$ cat src/smh_params.svh
// Constants for the serial modem handshake control block: register
// offsets, field positions, reset values and timing counts.
// Assumes a 32-bit classic Wishbone slave with the registers in byte lane 0.
`ifndef SMH_PARAMS_SVH
`define SMH_PARAMS_SVH
`define SMH_ADR_MODE      8'h00
`define SMH_ADR_CFG       8'h04
`define SMH_ADR_CHANNEL_CONFIGURATION_TWO      8'h08
`define SMH_ADR_TRANSMIT_BYTE_COUNT_HIGH      8'h0C
`define SMH_ADR_ISR       8'h10
`define SMH_ADR_IMR       8'h14
`define SMH_ADR_STAT      8'h18
`define SMH_ADR_TXD       8'h1C
`define SMH_ADR_CMD       8'h20
`define SMH_ADR_RXD       8'h24
`define SMH_MODE_LOOP     0
`define SMH_MODE_SWC      1
`define SMH_MODE_SWL      2
`define SMH_MODE_RAC      3
`define SMH_CFG_PU        0
`define SMH_CFG_SM        2:1
`define SMH_CFG_BUS       3
`define SMH_CFG_CM        6:4
`define SMH_SM_ASYNC      2'h1
`define SMH_CHANNEL_CONFIGURATION_TWO_INV      0
`define SMH_CHANNEL_CONFIGURATION_TWO_SEL      7:6
`define SMH_TRANSMIT_BYTE_COUNT_HIGH_CAS      7
`define SMH_ISR_CTS       0
`define SMH_ISR_XMR       1
`define SMH_ISR_ALL_SENT_IRQ      2
`define SMH_ISR_XPR       3
`define SMH_CMD_XMIT      0
`define SMH_CMD_XRES      1
`define SMH_MODE_RST      8'h00
`define SMH_CFG_RST       8'h00
`define SMH_CHANNEL_CONFIGURATION_TWO_RST      8'h00
`define SMH_TRANSMIT_BYTE_COUNT_HIGH_RST      8'h00
`define SMH_IMR_RST       8'hFF
`define SMH_CLK_MHZ       100
`define SMH_RESET_MIN_US  5
`define SMH_RESET_CYCLES  (`SMH_RESET_MIN_US * `SMH_CLK_MHZ)
`define SMH_CLKS_PER_BIT  16
`endif

$ cat src/smh_pkg.sv
// Types shared by the serial modem handshake control block.
// Assumes the constants header is included by each user.
package smh_pkg;
  typedef enum logic {SMH_TX_IDLE, SMH_TX_SHIFT} smh_tx_state_e;
  typedef enum logic {SMH_RX_IDLE, SMH_RX_SHIFT} smh_rx_state_e;
endpackage

$ cat src/smh_sync.sv
// Two-flop synchroniser for a group of pin inputs.
// Assumes the bits are independent levels; no word coherence.
`timescale 1ns/1ps
`default_nettype none
module smh_sync #(
  parameter int W = 1
) (
  // Clock and reset
  input  wire logic         clk,
  input  wire logic         rst_n,
  // Pins in, synchronised levels out
  input  wire logic [W-1:0] d,
  output logic      [W-1:0] q
);
  logic [W-1:0] meta;

  always_ff @(posedge clk or negedge rst_n) begin
    if (!rst_n) begin
      meta <= '1;
      q    <= '1;
    end else begin
      meta <= d;
      q    <= meta;
    end
  end
endmodule
`default_nettype wire

$ cat src/smh_tick.sv
// Bit-rate divider producing a one-cycle enable pulse.
// Assumes CLKS is at least 2; the count restarts while run is low.
`timescale 1ns/1ps
`default_nettype none
module smh_tick #(
  parameter int CLKS = 16
) (
  // Clock and reset
  input  wire logic clk,
  input  wire logic rst_n,
  // Enable in, bit pulse out
  input  wire logic run,
  output logic      tick
);
  localparam int CW = $clog2(CLKS);
  localparam logic [CW-1:0] LAST = CW'(CLKS - 1);
  logic [CW-1:0] cnt;

  always_ff @(posedge clk or negedge rst_n) begin
    if (!rst_n) begin
      cnt  <= '0;
      tick <= 1'b0;
    end else if (!run) begin
      cnt  <= '0;
      tick <= 1'b0;
    end else begin
      tick <= (cnt == LAST);
      cnt  <= (cnt == LAST) ? '0 : cnt + 1'b1;
    end
  end
endmodule
`default_nettype wire

$ cat src/smh_modem_ctrl.sv
// Modem handshake control of one serial channel with a classic Wishbone
// register slave, a small transmit buffer and a character shifter pair.
// Assumes one 100 MHz clock, pins synchronised here, and DEPTH a power
// of two so that the buffer pointers wrap naturally.
`timescale 1ns/1ps
`default_nettype none
`include "smh_params.svh"
module smh_modem_ctrl #(
  parameter int DEPTH        = 8,
  parameter int CLKS_PER_BIT = `SMH_CLKS_PER_BIT
) (
  // Clock and reset
  input  wire logic        sys_clk,
  input  wire logic        rst_n,
  // Wishbone slave
  input  wire logic        wb_cyc,
  input  wire logic        wb_stb,
  input  wire logic        wb_we,
  input  wire logic [7:0]  wb_adr,
  input  wire logic [31:0] wb_dat_i,
  input  wire logic [3:0]  wb_sel,
  output logic      [31:0] wb_dat_o,
  output logic             wb_ack,
  // Modem lines and serial data
  input  wire logic        cts_n,
  input  wire logic        cd,
  input  wire logic        rxd,
  output logic             txd,
  output logic             rts_n,
  output logic             irq_n
);
  localparam int AW = $clog2(DEPTH);
  localparam logic [AW:0] POOL = (AW+1)'(DEPTH / 2);
  localparam logic [AW:0] FULL = (AW+1)'(DEPTH);

  function automatic logic hit(input logic [7:0] adr,
                               input logic [7:0] off);
    return adr[7:2] == off[7:2];
  endfunction

  logic [7:0]    mode_reg;
  logic [7:0]    channel_configuration_zero;
  logic [7:0]    channel_configuration_two;
  logic [7:0]    transmit_byte_count_high;
  logic [7:0]    second_interrupt_status;
  logic [7:0]    second_interrupt_mask;
  logic          cts_n_s;
  logic          cd_s;
  logic          rxd_s;
  logic          cts_prev;
  logic          bit_tick;
  logic [7:0]    mem [DEPTH];
  logic [AW-1:0] wr_ptr;
  logic [AW-1:0] rd_ptr;
  logic [AW-1:0] frm_ptr;
  logic [AW:0]   count;
  logic [AW:0]   sent;
  logic          start_kept;
  logic          frame_open;
  logic          tx_req;
  logic [9:0]    tx_shift;
  logic [3:0]    tx_bits;
  logic          tx_mark_d;
  logic          ev_xmr;
  logic          ev_all_sent_irq;
  logic          ev_xpr;
  logic [7:0]    rx_sh;
  logic [3:0]    rx_bits;
  logic [7:0]    rx_data;
  logic          rx_valid;
  logic          next_rts_n;
  smh_pkg::smh_tx_state_e tx_state;
  smh_pkg::smh_rx_state_e rx_state;

  smh_sync #(.W(3)) u_sync (
    .clk   (sys_clk),
    .rst_n (rst_n),
    .d     ({cts_n, cd, rxd}),
    .q     ({cts_n_s, cd_s, rxd_s})
  );

  // Field views.
  logic       power_up;
  logic       loop_on;
  logic       frame_mode;
  logic       bus_cfg;
  logic [2:0] clk_mode;
  logic [1:0] rts_sel;
  logic       invert;
  logic       cts_ok;
  logic       tx_line;
  logic       rx_line;
  logic       cd_ctrl;
  logic       rx_allow;
  logic       rx_active;
  assign power_up   = channel_configuration_zero[`SMH_CFG_PU];
  assign loop_on    = mode_reg[`SMH_MODE_LOOP];
  assign frame_mode = channel_configuration_zero[`SMH_CFG_SM] != `SMH_SM_ASYNC;
  assign bus_cfg    = channel_configuration_zero[`SMH_CFG_BUS];
  assign clk_mode   = channel_configuration_zero[`SMH_CFG_CM];
  assign rts_sel    = channel_configuration_two[`SMH_CHANNEL_CONFIGURATION_TWO_SEL];
  assign invert     = channel_configuration_two[`SMH_CHANNEL_CONFIGURATION_TWO_INV];
  assign cts_ok     = !cts_n_s;
  assign tx_line    = tx_shift[0];
  assign rx_active  = rx_state == smh_pkg::SMH_RX_SHIFT;
  // Loopback takes the internal line, before inversion and the pin flop.
  assign rx_line    = loop_on ? tx_line : (rxd_s ^ invert);
  // Clock modes 1 and 5 have no carrier control.
  assign cd_ctrl    = transmit_byte_count_high[`SMH_TRANSMIT_BYTE_COUNT_HIGH_CAS] &&
                      clk_mode != 3'h1 && clk_mode != 3'h5;
  assign rx_allow   = power_up && mode_reg[`SMH_MODE_RAC] &&
                      (!cd_ctrl || cd_s);

  smh_tick #(.CLKS(CLKS_PER_BIT)) u_tick (
    .clk   (sys_clk),
    .rst_n (rst_n),
    .run   (power_up),
    .tick  (bit_tick)
  );

  // Wishbone strobes; a request is answered one cycle after it arrives.
  logic req;
  logic wr;
  logic rd;
  logic push;
  logic cmd_xmit;
  logic cmd_xres;
  logic [AW:0] held;
  logic [AW:0] cnt_push;
  assign req      = wb_cyc && wb_stb && !wb_ack;
  assign wr       = req && wb_we && wb_sel[0];
  assign rd       = req && !wb_we;
  assign held     = start_kept ? sent : '0;
  assign push     = wr && hit(wb_adr, `SMH_ADR_TXD) &&
                    (count + held < FULL);
  assign cmd_xmit = wr && hit(wb_adr, `SMH_ADR_CMD) &&
                    wb_dat_i[`SMH_CMD_XMIT];
  assign cmd_xres = wr && hit(wb_adr, `SMH_ADR_CMD) &&
                    wb_dat_i[`SMH_CMD_XRES];
  assign cnt_push = push ? count + 1'b1 : count;

  always_ff @(posedge sys_clk or negedge rst_n) begin
    if (!rst_n) begin
      wb_ack <= 1'b0;
    end else begin
      wb_ack <= req;
    end
  end

  always_ff @(posedge sys_clk or negedge rst_n) begin
    if (!rst_n) begin
      wb_dat_o <= '0;
    end else if (rd) begin
      wb_dat_o <= '0;
      if (hit(wb_adr, `SMH_ADR_MODE)) begin
        wb_dat_o[7:0] <= mode_reg;
      end else if (hit(wb_adr, `SMH_ADR_CFG)) begin
        wb_dat_o[7:0] <= channel_configuration_zero;
      end else if (hit(wb_adr, `SMH_ADR_CHANNEL_CONFIGURATION_TWO)) begin
        wb_dat_o[7:0] <= channel_configuration_two;
      end else if (hit(wb_adr, `SMH_ADR_TRANSMIT_BYTE_COUNT_HIGH)) begin
        wb_dat_o[7:0] <= transmit_byte_count_high;
      end else if (hit(wb_adr, `SMH_ADR_ISR)) begin
        wb_dat_o[7:0] <= second_interrupt_status;
      end else if (hit(wb_adr, `SMH_ADR_IMR)) begin
        wb_dat_o[7:0] <= second_interrupt_mask;
      end else if (hit(wb_adr, `SMH_ADR_STAT)) begin
        wb_dat_o[7:0] <= {1'b0, rx_valid, count + held >= FULL, rx_active,
                          tx_state == smh_pkg::SMH_TX_SHIFT, !rts_n,
                          cd_s, cts_ok};
      end else if (hit(wb_adr, `SMH_ADR_RXD)) begin
        wb_dat_o[7:0] <= rx_data;
      end
    end
  end

  // Control registers.
  always_ff @(posedge sys_clk or negedge rst_n) begin
    if (!rst_n) begin
      mode_reg                   <= `SMH_MODE_RST;
      channel_configuration_zero <= `SMH_CFG_RST;
      channel_configuration_two  <= `SMH_CHANNEL_CONFIGURATION_TWO_RST;
      transmit_byte_count_high   <= `SMH_TRANSMIT_BYTE_COUNT_HIGH_RST;
      second_interrupt_mask      <= `SMH_IMR_RST;
    end else if (wr) begin
      if (hit(wb_adr, `SMH_ADR_MODE)) begin
        mode_reg <= wb_dat_i[7:0];
      end
      if (hit(wb_adr, `SMH_ADR_CFG)) begin
        channel_configuration_zero <= wb_dat_i[7:0];
      end
      if (hit(wb_adr, `SMH_ADR_CHANNEL_CONFIGURATION_TWO)) begin
        channel_configuration_two <= wb_dat_i[7:0];
      end
      if (hit(wb_adr, `SMH_ADR_TRANSMIT_BYTE_COUNT_HIGH)) begin
        transmit_byte_count_high <= wb_dat_i[7:0];
      end
      if (hit(wb_adr, `SMH_ADR_IMR)) begin
        second_interrupt_mask <= wb_dat_i[7:0];
      end
    end
  end

  // Sticky events; a new event outranks a write-one clear.
  logic [7:0] isr_set;
  logic [7:0] isr_clr;
  always_comb begin
    isr_set = '0;
    isr_set[`SMH_ISR_CTS]  = cts_n_s != cts_prev;
    isr_set[`SMH_ISR_XMR]  = ev_xmr;
    isr_set[`SMH_ISR_ALL_SENT_IRQ] = ev_all_sent_irq;
    isr_set[`SMH_ISR_XPR]  = ev_xpr;
    isr_clr = (wr && hit(wb_adr, `SMH_ADR_ISR)) ? wb_dat_i[7:0] : '0;
  end

  always_ff @(posedge sys_clk or negedge rst_n) begin
    if (!rst_n) begin
      second_interrupt_status <= '0;
      cts_prev                <= 1'b1;
      irq_n                   <= 1'b1;
    end else begin
      cts_prev <= cts_n_s;
      second_interrupt_status <= (second_interrupt_status & ~isr_clr) |
                                 isr_set;
      // Masked sources still flag, but never reach the pin.
      irq_n <= ~|(second_interrupt_status & ~second_interrupt_mask);
    end
  end

  // The buffer itself needs no reset; the pointers define its contents.
  always_ff @(posedge sys_clk) begin
    if (push) begin
      mem[wr_ptr] <= wb_dat_i[7:0];
    end
  end

  // Transmit engine and buffer pointers.
  always_ff @(posedge sys_clk or negedge rst_n) begin
    if (!rst_n) begin
      wr_ptr     <= '0;
      rd_ptr     <= '0;
      frm_ptr    <= '0;
      count      <= '0;
      sent       <= '0;
      start_kept <= 1'b0;
      frame_open <= 1'b0;
      tx_req     <= 1'b0;
      tx_state   <= smh_pkg::SMH_TX_IDLE;
      tx_shift   <= '1;
      tx_bits    <= '0;
      ev_xmr     <= 1'b0;
      ev_all_sent_irq    <= 1'b0;
      ev_xpr     <= 1'b0;
    end else if (cmd_xres || !power_up) begin
      wr_ptr     <= '0;
      rd_ptr     <= '0;
      count      <= '0;
      sent       <= '0;
      start_kept <= 1'b0;
      frame_open <= 1'b0;
      tx_req     <= 1'b0;
      tx_state   <= smh_pkg::SMH_TX_IDLE;
      tx_shift   <= '1;
      tx_bits    <= '0;
      ev_xmr     <= 1'b0;
      ev_all_sent_irq    <= 1'b0;
      ev_xpr     <= 1'b0;
    end else begin
      ev_xmr  <= 1'b0;
      ev_all_sent_irq <= 1'b0;
      ev_xpr  <= 1'b0;
      count   <= cnt_push;
      if (push) begin
        wr_ptr <= wr_ptr + 1'b1;
      end
      if (cmd_xmit && cnt_push != '0) begin
        tx_req <= 1'b1;
      end
      unique case (tx_state)
        smh_pkg::SMH_TX_IDLE: begin
          // A character starts only on grant; async resumes here too.
          if (tx_req && cts_ok && bit_tick && count != '0) begin
            if (!frame_open) begin
              frm_ptr    <= rd_ptr;
              start_kept <= 1'b1;
              frame_open <= 1'b1;
            end
            tx_shift <= {1'b1, mem[rd_ptr], 1'b0};
            tx_bits  <= 4'hA;
            tx_state <= smh_pkg::SMH_TX_SHIFT;
          end
        end
        smh_pkg::SMH_TX_SHIFT: begin
          if (bit_tick) begin
            // Async keeps shifting through a lost grant.
            tx_shift <= {1'b1, tx_shift[9:1]};
            tx_bits  <= tx_bits - 1'b1;
            if (tx_bits == 4'h1) begin
              tx_state <= smh_pkg::SMH_TX_IDLE;
              rd_ptr   <= rd_ptr + 1'b1;
              count    <= cnt_push - 1'b1;
              sent     <= sent + 1'b1;
              if (start_kept && sent + 1'b1 == POOL) begin
                start_kept <= 1'b0;
                ev_xpr     <= 1'b1;
              end
              if (cnt_push == (AW+1)'(1)) begin
                tx_req     <= 1'b0;
                frame_open <= 1'b0;
                start_kept <= 1'b0;
                sent       <= '0;
                ev_all_sent_irq    <= 1'b1;
              end
            end
          end
        end
      endcase
      // Grant lost inside a frame aborts it, also in a gap between bytes.
      if (frame_mode && frame_open && !cts_ok) begin
        tx_state   <= smh_pkg::SMH_TX_IDLE;
        tx_shift   <= '1;
        frame_open <= 1'b0;
        sent       <= '0;
        if (start_kept) begin
          rd_ptr <= frm_ptr;
          count  <= cnt_push + sent;
        end else begin
          // Pool gone: the frame cannot be rebuilt here.
          wr_ptr     <= '0;
          rd_ptr     <= '0;
          count      <= '0;
          start_kept <= 1'b0;
          tx_req     <= 1'b0;
          ev_xmr     <= 1'b1;
        end
      end
    end
  end

  // Receive shifter.
  always_ff @(posedge sys_clk or negedge rst_n) begin
    if (!rst_n) begin
      rx_state <= smh_pkg::SMH_RX_IDLE;
      rx_sh    <= '0;
      rx_bits  <= '0;
      rx_data  <= '0;
      rx_valid <= 1'b0;
    end else begin
      if (rd && hit(wb_adr, `SMH_ADR_RXD)) begin
        rx_valid <= 1'b0;
      end
      unique case (rx_state)
        smh_pkg::SMH_RX_IDLE: begin
          if (bit_tick && rx_allow && !rx_line) begin
            rx_state <= smh_pkg::SMH_RX_SHIFT;
            rx_bits  <= 4'h9;
          end
        end
        smh_pkg::SMH_RX_SHIFT: begin
          // Carrier is not looked at once a character has begun.
          if (bit_tick) begin
            rx_bits <= rx_bits - 1'b1;
            if (rx_bits == 4'h1) begin
              rx_data  <= rx_sh;
              rx_valid <= 1'b1;
              rx_state <= smh_pkg::SMH_RX_IDLE;
            end else begin
              rx_sh <= {rx_line, rx_sh[7:1]};
            end
          end
        end
      endcase
    end
  end

  // Request output selection.
  always_comb begin
    next_rts_n = !tx_req;
    if (mode_reg[`SMH_MODE_SWC]) begin
      next_rts_n = !mode_reg[`SMH_MODE_SWL];
    end
    if (bus_cfg && rts_sel == 2'h1 &&
        (clk_mode <= 3'h1 || clk_mode == 3'h4)) begin
      next_rts_n = !tx_mark_d;
    end
    if (bus_cfg && clk_mode <= 3'h1) begin
      if (rts_sel == 2'h3) begin
        next_rts_n = !rx_active;
      end else if (rts_sel == 2'h2) begin
        next_rts_n = 1'b1;
      end
    end
    if (!power_up) begin
      next_rts_n = 1'b1;
    end
  end

  always_ff @(posedge sys_clk or negedge rst_n) begin
    if (!rst_n) begin
      rts_n     <= 1'b1;
      txd       <= 1'b1;
      tx_mark_d <= 1'b0;
    end else begin
      rts_n <= next_rts_n;
      txd   <= tx_line ^ invert;
      if (bit_tick) begin
        tx_mark_d <= tx_state == smh_pkg::SMH_TX_SHIFT;
      end
    end
  end
endmodule
`default_nettype wire

$ cat config.mk
export PLATFORM = sky130hd
export DESIGN_NAME = smh_modem_ctrl
export DESIGN_NICKNAME = d
export VERILOG_FILES = /design/src/smh_pkg.sv /design/src/smh_sync.sv /design/src/smh_tick.sv /design/src/smh_modem_ctrl.sv
export VERILOG_INCLUDE_DIRS = /design/src /design/src/src
export SDC_FILE = /design/constraint.sdc
export NUM_CORES = 1
export LEC_CHECK = 0
export ABC_AREA = 1
export ABC_CLOCK_PERIOD_IN_PS = 4400
export BUFFER_PORTS_ARGS = -buffer_cell sky130_fd_sc_hd__buf_2
export CORE_MARGIN = 5
export CORE_UTILIZATION = 46
export CTS_CLUSTER_SIZE = 24
export DETAILED_ROUTE_END_ITERATION = 6
export GPL_TIMING_DRIVEN = 1
export PLACE_DENSITY = 0.68
export SKIP_CTS_REPAIR_TIMING = 1
export SYNTH_ARGS = -nofsm -noshare
export SYNTH_HDL_FRONTEND = slang
export SYNTH_SLANG_ARGS = --single-unit
export TNS_END_PERCENT = 10
$ cat constraint.sdc
create_clock -name sys_clk -period 4.4 [get_ports sys_clk]
set_input_delay 0.44 -clock sys_clk [delete_from_list [all_inputs] [get_ports sys_clk]]
set_output_delay 0.44 -clock sys_clk [all_outputs]
set_load 0.005 [all_outputs]
* Yosys cells after proc, flatten, opt, wreduce, memory -nomap -nowiden
Memories as Yosys holds them, arrays and structs flattened.
Index checks and enable logic that the tools add are counted.
** Storage, ports and cells
- Flip-flop bits (word level) :: 133
- Memory bits (writable) :: 64
- Input port bits :: 52
- Output and inout bits :: 36
- Word-level logic and storage cells :: 264
- Memories kept :: 1
** Cells by class
- Add/sub/neg operators :: 10
- Order comparisons :: 3
- Equality and inequality tests :: 30
- Multiplexer cells :: 109
- Bitwise gates (word level) :: 12
- Reductions and logical operators :: 63
** Memory list
- mem :: words 8, bits a word 8, read ports 1, clocked after Yosys merged registers in 0, write ports 1, RTL line smh_modem_ctrl.sv:52 : logic [7:0] mem [DEPTH];
** Operator list (number)
- $mux W4 :: 21
- $mux W8 :: 9
- $mux W1 :: 58
- $mux W10 :: 4
- $mux W3 :: 10
- $logic_and A1 B1 Y1 :: 28
- $eq A6 B3 Y1 const B :: 4
- $pmux W10 S2 :: 1
- $and A8 B8 Y8 :: 2
- $not A8 Y8 :: 2
- $pmux W4 S2 :: 2
- $reduce_and A2 Y1 :: 8
- $add A4 B1 Y4 const B :: 3
- $eq A4 B1 Y1 const B :: 3
- $eq A6 B2 Y1 const B :: 2
- $eq A6 B4 Y1 const B :: 2
- $logic_not A1 Y1 :: 12
- $ne A4 B1 Y1 const B :: 3
- $sub A4 B1 Y4 const B :: 3
- $reduce_and A3 Y1 :: 3
- $reduce_bool A3 Y1 :: 3
- $add A4 B4 Y4 :: 2
- $or A8 B4 Y8 :: 1
- $pmux W1 S2 :: 4
- 23 further kinds :: 37

* Longest topological paths before layout
Gate-level depths: netlist of run 1.
- Depth in word-level cells :: 17
- Mapped depth :: 19
- Depth with buffers taken out :: 18

* By module
A second synthesis of run 1 with hierarchy kept.
** Unflattened totals
- Cell total of the unflattened synthesis :: 984
- Area, all modules :: 9177.6 µm²
** Modules (own cells, without submodules)
- smh_modem_ctrl :: times used 1, cells each 955, area each 8805.9 µm², sequential area each 4976.0 µm²
- smh_tick :: times used 1, cells each 23, area each 214.0 µm², sequential area each 125.1 µm²
- smh_sync :: times used 1, cells each 6, area each 157.7 µm², sequential area each 157.7 µm²

* Worst setup path after synthesis of run 1
Ideal clock, no wire load.
- Path kind :: reg2reg
- Start :: register start_kept
- End :: memory mem[0][0], enable pin
- Library setup time :: 0.383 ns
- Arrival time :: 2.258 ns
- Required time :: 4.017 ns
- Slack :: 1.759 ns
- Cell stages (with the launch flop) :: 11
- Buffers on the path :: 1
- Clock period less this slack :: 2.641 ns
- Path through :: dfrtp_1 > buf_4 > nand2_1 > inv_1 > ha_1 > a21oi_1 > nand3_1 > nand2_2 > nand2_1 > or2_1 > nor3_1
** Between the ends
- Cells in the longest elaborated chain, start to end :: 6
** Ends and longest elaborated chain
- start: declaration :: RTL line smh_modem_ctrl.sv:58 : logic start_kept;
- start signal: assignment :: RTL line smh_modem_ctrl.sv:245 : start_kept <= 1'b0;
- start signal: assignment :: RTL line smh_modem_ctrl.sv:259 : start_kept <= 1'b0;
- start signal: assignment :: RTL line smh_modem_ctrl.sv:285 : start_kept <= 1'b1;
- $mux W4 :: RTL line smh_modem_ctrl.sv:133 : assign held = start_kept ? sent : '0;
- $add A4 B4 Y4 :: RTL line smh_modem_ctrl.sv:135 : (count + held < FULL);
- $lt A4 B4 Y1 :: RTL line smh_modem_ctrl.sv:135
- $logic_and A1 B1 Y1 :: RTL line smh_modem_ctrl.sv:134 : assign push = wr && hit(wb_adr, `SMH_ADR_TXD) &&
- $mux W1 :: RTL line smh_modem_ctrl.sv:232 : if (push) begin
- $mux W1 (implied by the code) :: RTL line smh_modem_ctrl.sv:233 : mem[wr_ptr] <= wb_dat_i[7:0];
- end: declaration :: RTL line smh_modem_ctrl.sv:52
No other way between the ends.

* Final worst setup path of run 1
- Start :: register start_kept
- End :: memory mem[3][2], enable pin
The elaborated chain is that of the path after synthesis.

==> run_results.csv, run 1 <==
group,metric,value,unit
status,status,"completed",
timing,slew_violations,0,
finish,final_area,10200,um2
timing,worst_pin_slew,1150,ps
finish,fillCellCount,1784,
placement,hpwl,14.7,mm
power_and_ir_drop,p_leak,4.32,nW
floorplan,start_util,47.2,%
timing,setup_viol,0,
flow_run,maxCapViolations,0,
clocking,cts-root-buf,"clkbuf_16",
synth,syn_area_per_cell,9.57,um2
power_and_ir_drop,power.density,359,nW/um2
drt,ant_nets,0,
floorplan,pin_count,88,
grt,overflow,0,
synth,synthFlopType,"dfrtp_1",
placement,io_buffer_count,34,
finish,layout_commonest_cell,"nand2_1",
clocking,cts_buffers,17,
grt,grt_use_total,19.2,%
grt,grt_pass1_vias,6440,
drt,first_pass_iters,5,
setup_path,critPathCaptureType,"register",
synth,yosysTopAreaCell,"dfrtp_1",
clocking,clock_sinks,196,
synth,synth_area,9240,um2
setup_path,crit_fanout,10,
timing,finalClockSkew,8.38,ps
setup_path,critical_path_class,"reg2reg",
grt,grt_pass1_wl,34.2,mm
timing,period_share,68.1,%
finish,multiInputGateArea,3410,um2
floorplan,rows,51,
timing,hold_violations,0,
timing,slew_headroom,22.5,%
finish,layout-drive-gt1-share,14.7,%
setup_path,required,4450,ps
finish,area.growth.synth_to_final,10.5,%
drt,num_vias,6693,
finish,largest_register_ffs,64,
floorplan,coreArea,19600,um2
drt,via_per_inst,5.22,
synth,netlist_top_cells_area,"dfrtp_1, edfxtp_1, dfstp_2, nand2_1, o21ai_0",
timing,min_period,2990,ps
finish,diodes,0,
setup_path,critical_path_arrival,3040,ps
grt,grt_max_degree,106,
timing,rsz0062_at_grt,"no",
placement,place_congestion,0.889,
synth,synth.distinct_cells,49,
synth,ys_warn_count,0,
clocking,clkTransAtPathRegs,80,ps
finish,regMostFlops,"mem",
drt,wl_per_cell,16.1,um
power_and_ir_drop,ir_drop,0.000268,V
min_path,hold_path.class,"in2async",
clocking,clockBufferDepth,2,
finish,nets,1077,
setup_path,crit_path_start_kind,"register",
floorplan,die-area,23000,um2
finish,largestRegisters,"mem (64), tx_shift (9)",
synth,synth-edff-count,64,
drt,drt_iter0_markers,501,
synth,synth_top_area_share,28.4,%
clocking,cts_tree,"yes",
floorplan,fp.dieW,152,um
drt,routed_wl,20.7,mm
finish,seq_area,5260,um2
grt,antenna_found_initial,0,
placement,place_area,9610,um2
synth,postSynthCellCount,966,
floorplan,die_y,152,um
drt,drc,0,
synth,ys_async_sr_fraction,67.3,%
clocking,insertion_delay,440,ps
timing,fmax,334,MHz
synth,yosysSeqAreaShare,56.9,%
timing,setup-tns-final,0,ps
synth,ys_ff_latch,196,
clocking,h-tree-depth,4,
finish,mostFrequentLayoutCells,"nand2_1, o21ai_0, dfrtp_1, inv_1, nor2_1",
layout make-up:
class	count	area share, %
repair buffers	42	2.32
clock inverters	14	1.53
inverters	99	3.65
clock buffers	18	4.41
well taps	265	3.25
flip-flops and latches	196	51.5
multi-input cells	649	33.4
stage by stage:
step / worst slack (ps) / util, % / instances / power, mW / hold WS [ps]
after detailed placement: 1430 / 49.0 / 1251 / 2.11 / 347
final: 1410 / 52.1 / 1283 / 3.67 / 92.2
after CTS: 1410 / 52.1 / 1283 / 3.70 / 72.2
after floorplan: 1760 / - / 989 / 2.05 / 144
after global routing: 1140 / 52.1 / 1283 / 3.80 / 75.7
after global placement: 1520 / 49.0 / 1251 / 2.11 / 346
worst paths after layout:
path,cells past startpoint,endpoint,from,slack (ps)
worst max-delay path,8,mem[3][2]$_DFFE_PP_,start_kept$_DFF_PN0_,1410
worst min-delay path,1,mode_reg[4]$_DFFE_PN0P_,rst_n,90
worst max register to register,8,mem[3][2]$_DFFE_PP_,start_kept$_DFF_PN0_,1410
worst min register to register,0,u_sync.q[2]$_DFF_PN1_,u_sync.meta[2]$_DFF_PN1_,360
max in group asynchronous,2,tx_shift[1]$_DFFE_PN1P_,rst_n,3290
min in group sys_clk,1,u_sync.meta[1]$_DFF_PN1_,cd,90
cells in the mapped netlist (4+ instances only):
master and number:
dfrtp_1 105, o21ai_1 13, inv_1 91, nor2_4 7
clkbuf_1 10, nand2_4 5, nor2_2 6, dfstp_2 27
buf_4 25, nand2_1 185, mux2_2 4, o211ai_1 11
o2111ai_1 4, ha_1 19, nand4_1 11, nor3_1 14
xor2_1 7, nand3_1 38, o22ai_1 17, edfxtp_1 64
buf_2 8, a21oi_1 42, o21ai_0 111, a31oi_1 5
nor2_1 88, inv_2 6, nand2_2 10
metal layers:
layer,up-vias,part of all wire [%],GRT usage [%],wire (um)
met5,-,0,0,0
met4,0,2.5,7.19,518
met3,33,5.4,3.33,1110
met2,178,45,29.2,9340
met1,3191,47,27.5,9690
li1,3291,-,-,-
kinds of logic after synthesis:
kind of cell	synth area share [%]
XOR/XNOR	0.948
AND/OR/NAND/NOR	19.0
other	0.0406
flip-flops	56.9
adder cells (fa/ha/maj)	2.79
AO/OA/AOI/OAI	12.7
multiplexers	0.487
buffers and inverters	7.15
power by group:
group,internal (mW),switching [mW],total [mW]
Combinational,0.0391,0.103,0.142
Sequential,1.91,0.0178,1.93
Clock,0.846,0.751,1.60
worst max-delay path: stages, from the launching register on:
cell and delay, ps:
dfrtp_1 510, nand2_1 130, inv_1 40, ha_1 280, a21oi_1 250, nand3_1 160, nand2_2 160, nand3_1 160
nor3_1 910
Power figures use the tool's default switching activity.
==> run 2: changes to the inputs <==
Settings changed: ABC_AREA 1 to 0, ABC_CLOCK_PERIOD_IN_PS 4400 to 2830, PLACE_DENSITY 0.68 to 0.69.
Clock period 4.4 ns to 2.83 ns, I/O delays scaled along.
==> run 2 against run 1 <==
Net effect: total power rose by 76%; core utilization increased by 1.9 points; critical path type unchanged; clock power increased by 44%; first-iteration DRC count up 5.8%.
==> run_results.csv, run 2 <==
group,metric,value,unit
status,status,"completed",
setup_path,timing.critical_path.buf_inv,1,
synth,yosysTopAreaCell,"dfrtp_1",
timing,period_share,99.9,%
setup_path,required,3190,ps
grt,grt_pass1_wl,32.7,mm
synth,ys_warn_count,0,
timing,min_period,2830,ps
finish,mostFrequentLayoutCells,"dfrtp_1, nand2_1, edfxtp_1, mux2_2, buf_4",
synth,ys_async_sr_fraction,67.3,%
power_and_ir_drop,p_total,6.47,mW
setup_path,critPathCaptureType,"register",
drt,first_pass_iters,5,
setup_path,critical_path_class,"reg2reg",
power_and_ir_drop,ir_drop,0.000476,V
timing,fmax,354,MHz
drt,ant_nets,0,
setup_path,critical_path_arrival,3180,ps
placement,place_congestion,0.878,
timing,hold_violations,0,
clocking,insertion_delay,430,ps
clocking,cts_tree,"yes",
drt,routed_wl,20.5,mm
setup_path,critPathTopFamily,"compound AO/OA/AOI/OAI gates",
clocking,cts-root-buf,"clkbuf_16",
setup_path,crit_path_start_kind,"register",
drt,drt_iter0_markers,530,
timing,setup-tns-final,0,ps
synth,synth_common_cells,"dfrtp_1, nand2_1, edfxtp_1",
setup_path,slowest_delay,380,ps
timing,rsz0062_at_grt,"yes",
placement,io_buffer_count,34,
drt,drc,0,
grt,grt_pass1_vias,5826,
clocking,cts_buffers,17,
placement,dpl.cell_count,1060,
finish,area.growth.synth_to_final,15.8,%
floorplan,start_util,46.7,%
clocking,h-tree-depth,4,
timing,setup_viol,0,
finish,largestRegisters,"mem (64), tx_shift (9)",
floorplan,rows,51,
grt,antenna_found_initial,0,
timing,slew_headroom,46.3,%
finish,diodes,0,
synth,netlist_top_cells_area,"dfrtp_1, edfxtp_1, dfstp_2, mux2_2, mux4_2",
setup_path,path_common_cell,"a21oi_2",
setup_path,crit_fanout,3,
finish,layout_commonest_cell,"dfrtp_1",
placement,hpwl,14.3,mm
power_and_ir_drop,p_leak,4.55,nW
grt,grt_max_degree,103,
drt,via_per_inst,5.49,
synth,yosysSeqAreaShare,57.9,%
floorplan,pin_count,88,
clocking,clockBufferDepth,2,
timing,holdWs,241,ps
synth,synth_top_area_share,28.9,%
power_and_ir_drop,power.density,614,nW/um2
finish,largest_register_ffs,64,
setup_path,cp_slowest_cell,"dfrtp_1",
synth,synth-edff-count,64,
synth,synth.distinct_cells,66,
floorplan,fp.dieW,151,um
synth,synth_area,9090,um2
clocking,clock_sinks,196,
finish,fin_cells,1096,
drt,wl_per_cell,18.7,um
synth,synthFlopType,"dfrtp_1",
drt,num_vias,6014,
timing,worst_pin_slew,802,ps
synth,yosysMostFrequentCell,"dfrtp_1",
floorplan,die-area,22700,um2
synth,ys_ff_latch,196,
floorplan,coreArea,19500,um2
finish,nets,890,
clocking,clkTransAtPathRegs,70,ps
finish,regMostFlops,"mem",
flow_run,maxCapViolations,0,
timing,slew_violations,0,
synth,postSynthCellCount,733,
grt,overflow,0,
grt,grt_use_total,19.0,%
finish,layout-drive-gt1-share,29.2,%
min_path,hold_path.class,"in2reg",
setup_path,path_cells,"and2_4 -> ha_4 -> nand4_1 -> a21oi_2 -> xor2_2 -> and2_4 -> buf_6 -> o21ai_4 -> ha_1 -> a21o_1 -> a21oi_2 -> xnor2_1 -> nand2_1 -> a21o_1 -> a21oi_2",
synth,syn_area_per_cell,12.4,um2
floorplan,die_y,151,um
timing,finalClockSkew,10.1,ps
[run 2: cell count changes after synthesis, moves of 9 or more]
cell	previous run	this run
nand2_1	185	67
o21ai_0	111	22
inv_1	91	25
mux2_2	4	57
nor2_1	88	46
mux4_2	0	18
nand3_1	38	23
mux2i_1	0	12
clkbuf_1	10	21
o21ai_1	13	2
a21o_1	0	9
nand2_2	10	1
[run 2: cell families (layout without fill, tap and decap cells)]
family | after synthesis | after routing | synth area share [%]
flops | 196 | 196 | 57.9
mux | 87 | 87 | 12.8
fa+ha+maj | 20 | 20 | 2.84
other cells | 1 | 24 | 0.0413
simple gates | 198 | 198 | 10.7
buf+inv | 76 | 151 | 4.20
compound gates | 134 | 134 | 9.45
xor+xnor | 21 | 21 | 2.02
[run 2: worst paths after layout]
check	start	endpoint	slack [ps]	cells after the start
max	sent[1]$_DFFE_PN0P_	count[3]$_DFF_PN0_	2	15
min	wb_cyc	wb_ack$_DFF_PN0_	240	3
max reg2reg	sent[1]$_DFFE_PN0P_	count[3]$_DFF_PN0_	2	15
min reg2reg	u_sync.meta[2]$_DFF_PN1_	u_sync.q[2]$_DFF_PN1_	360	0
max in group asynchronous	rst_n	second_interrupt_mask[2]$_DFFE_PN1P_	1680	3
min in group asynchronous	rst_n	tx_bits[0]$_DFFE_PN0P_	310	2
[run 2: power breakdown]
group | leakage [nW] | internal, mW | switching [mW]
Combinational | 2.03 | 0.465 | 0.490
Sequential | 2.25 | 3.06 | 0.160
Clock | 0.265 | 1.22 | 1.08
[run 2: tightest hold or removal path: stages]
cell	delay, ps
buf_2	70
nand3b_1	140
inv_1	130
[run 2: cell type report]
class                   count  area, um2
inverters                  25       93.8
fillers                  1609       8940
flip-flops and latches    196       5260
multi-input cells         484       3640
clock inverters            14        123
repair buffers             94        653
clock buffers              18        429
well taps                 265        332
[run 2: metal layers]
metal / wire (um) / vias up / global-route usage (%) / share of wire, %
met4: 249 / 0 / 4.71 / 1.2
li1: - / 2814 / - / -
met5: 0 / - / 0 / 0
met3: 1110 / 19 / 3.64 / 5.4
met1: 9400 / 3009 / 27.9 / 46
met2: 9750 / 172 / 29.4 / 48
[run 2: per-stage QoR]
stage | cell area (um2) | setup WS (ps) | util [%]
after floorplan | 9260 | -116 | -
after global placement | 9910 | 24.0 | 50.9
after detailed placement | 9910 | -8.43 | 50.9
after CTS | 10500 | -43.1 | 53.7
after global routing | 10500 | -199 | 54.1
final | 10500 | 1.99 | 54.1
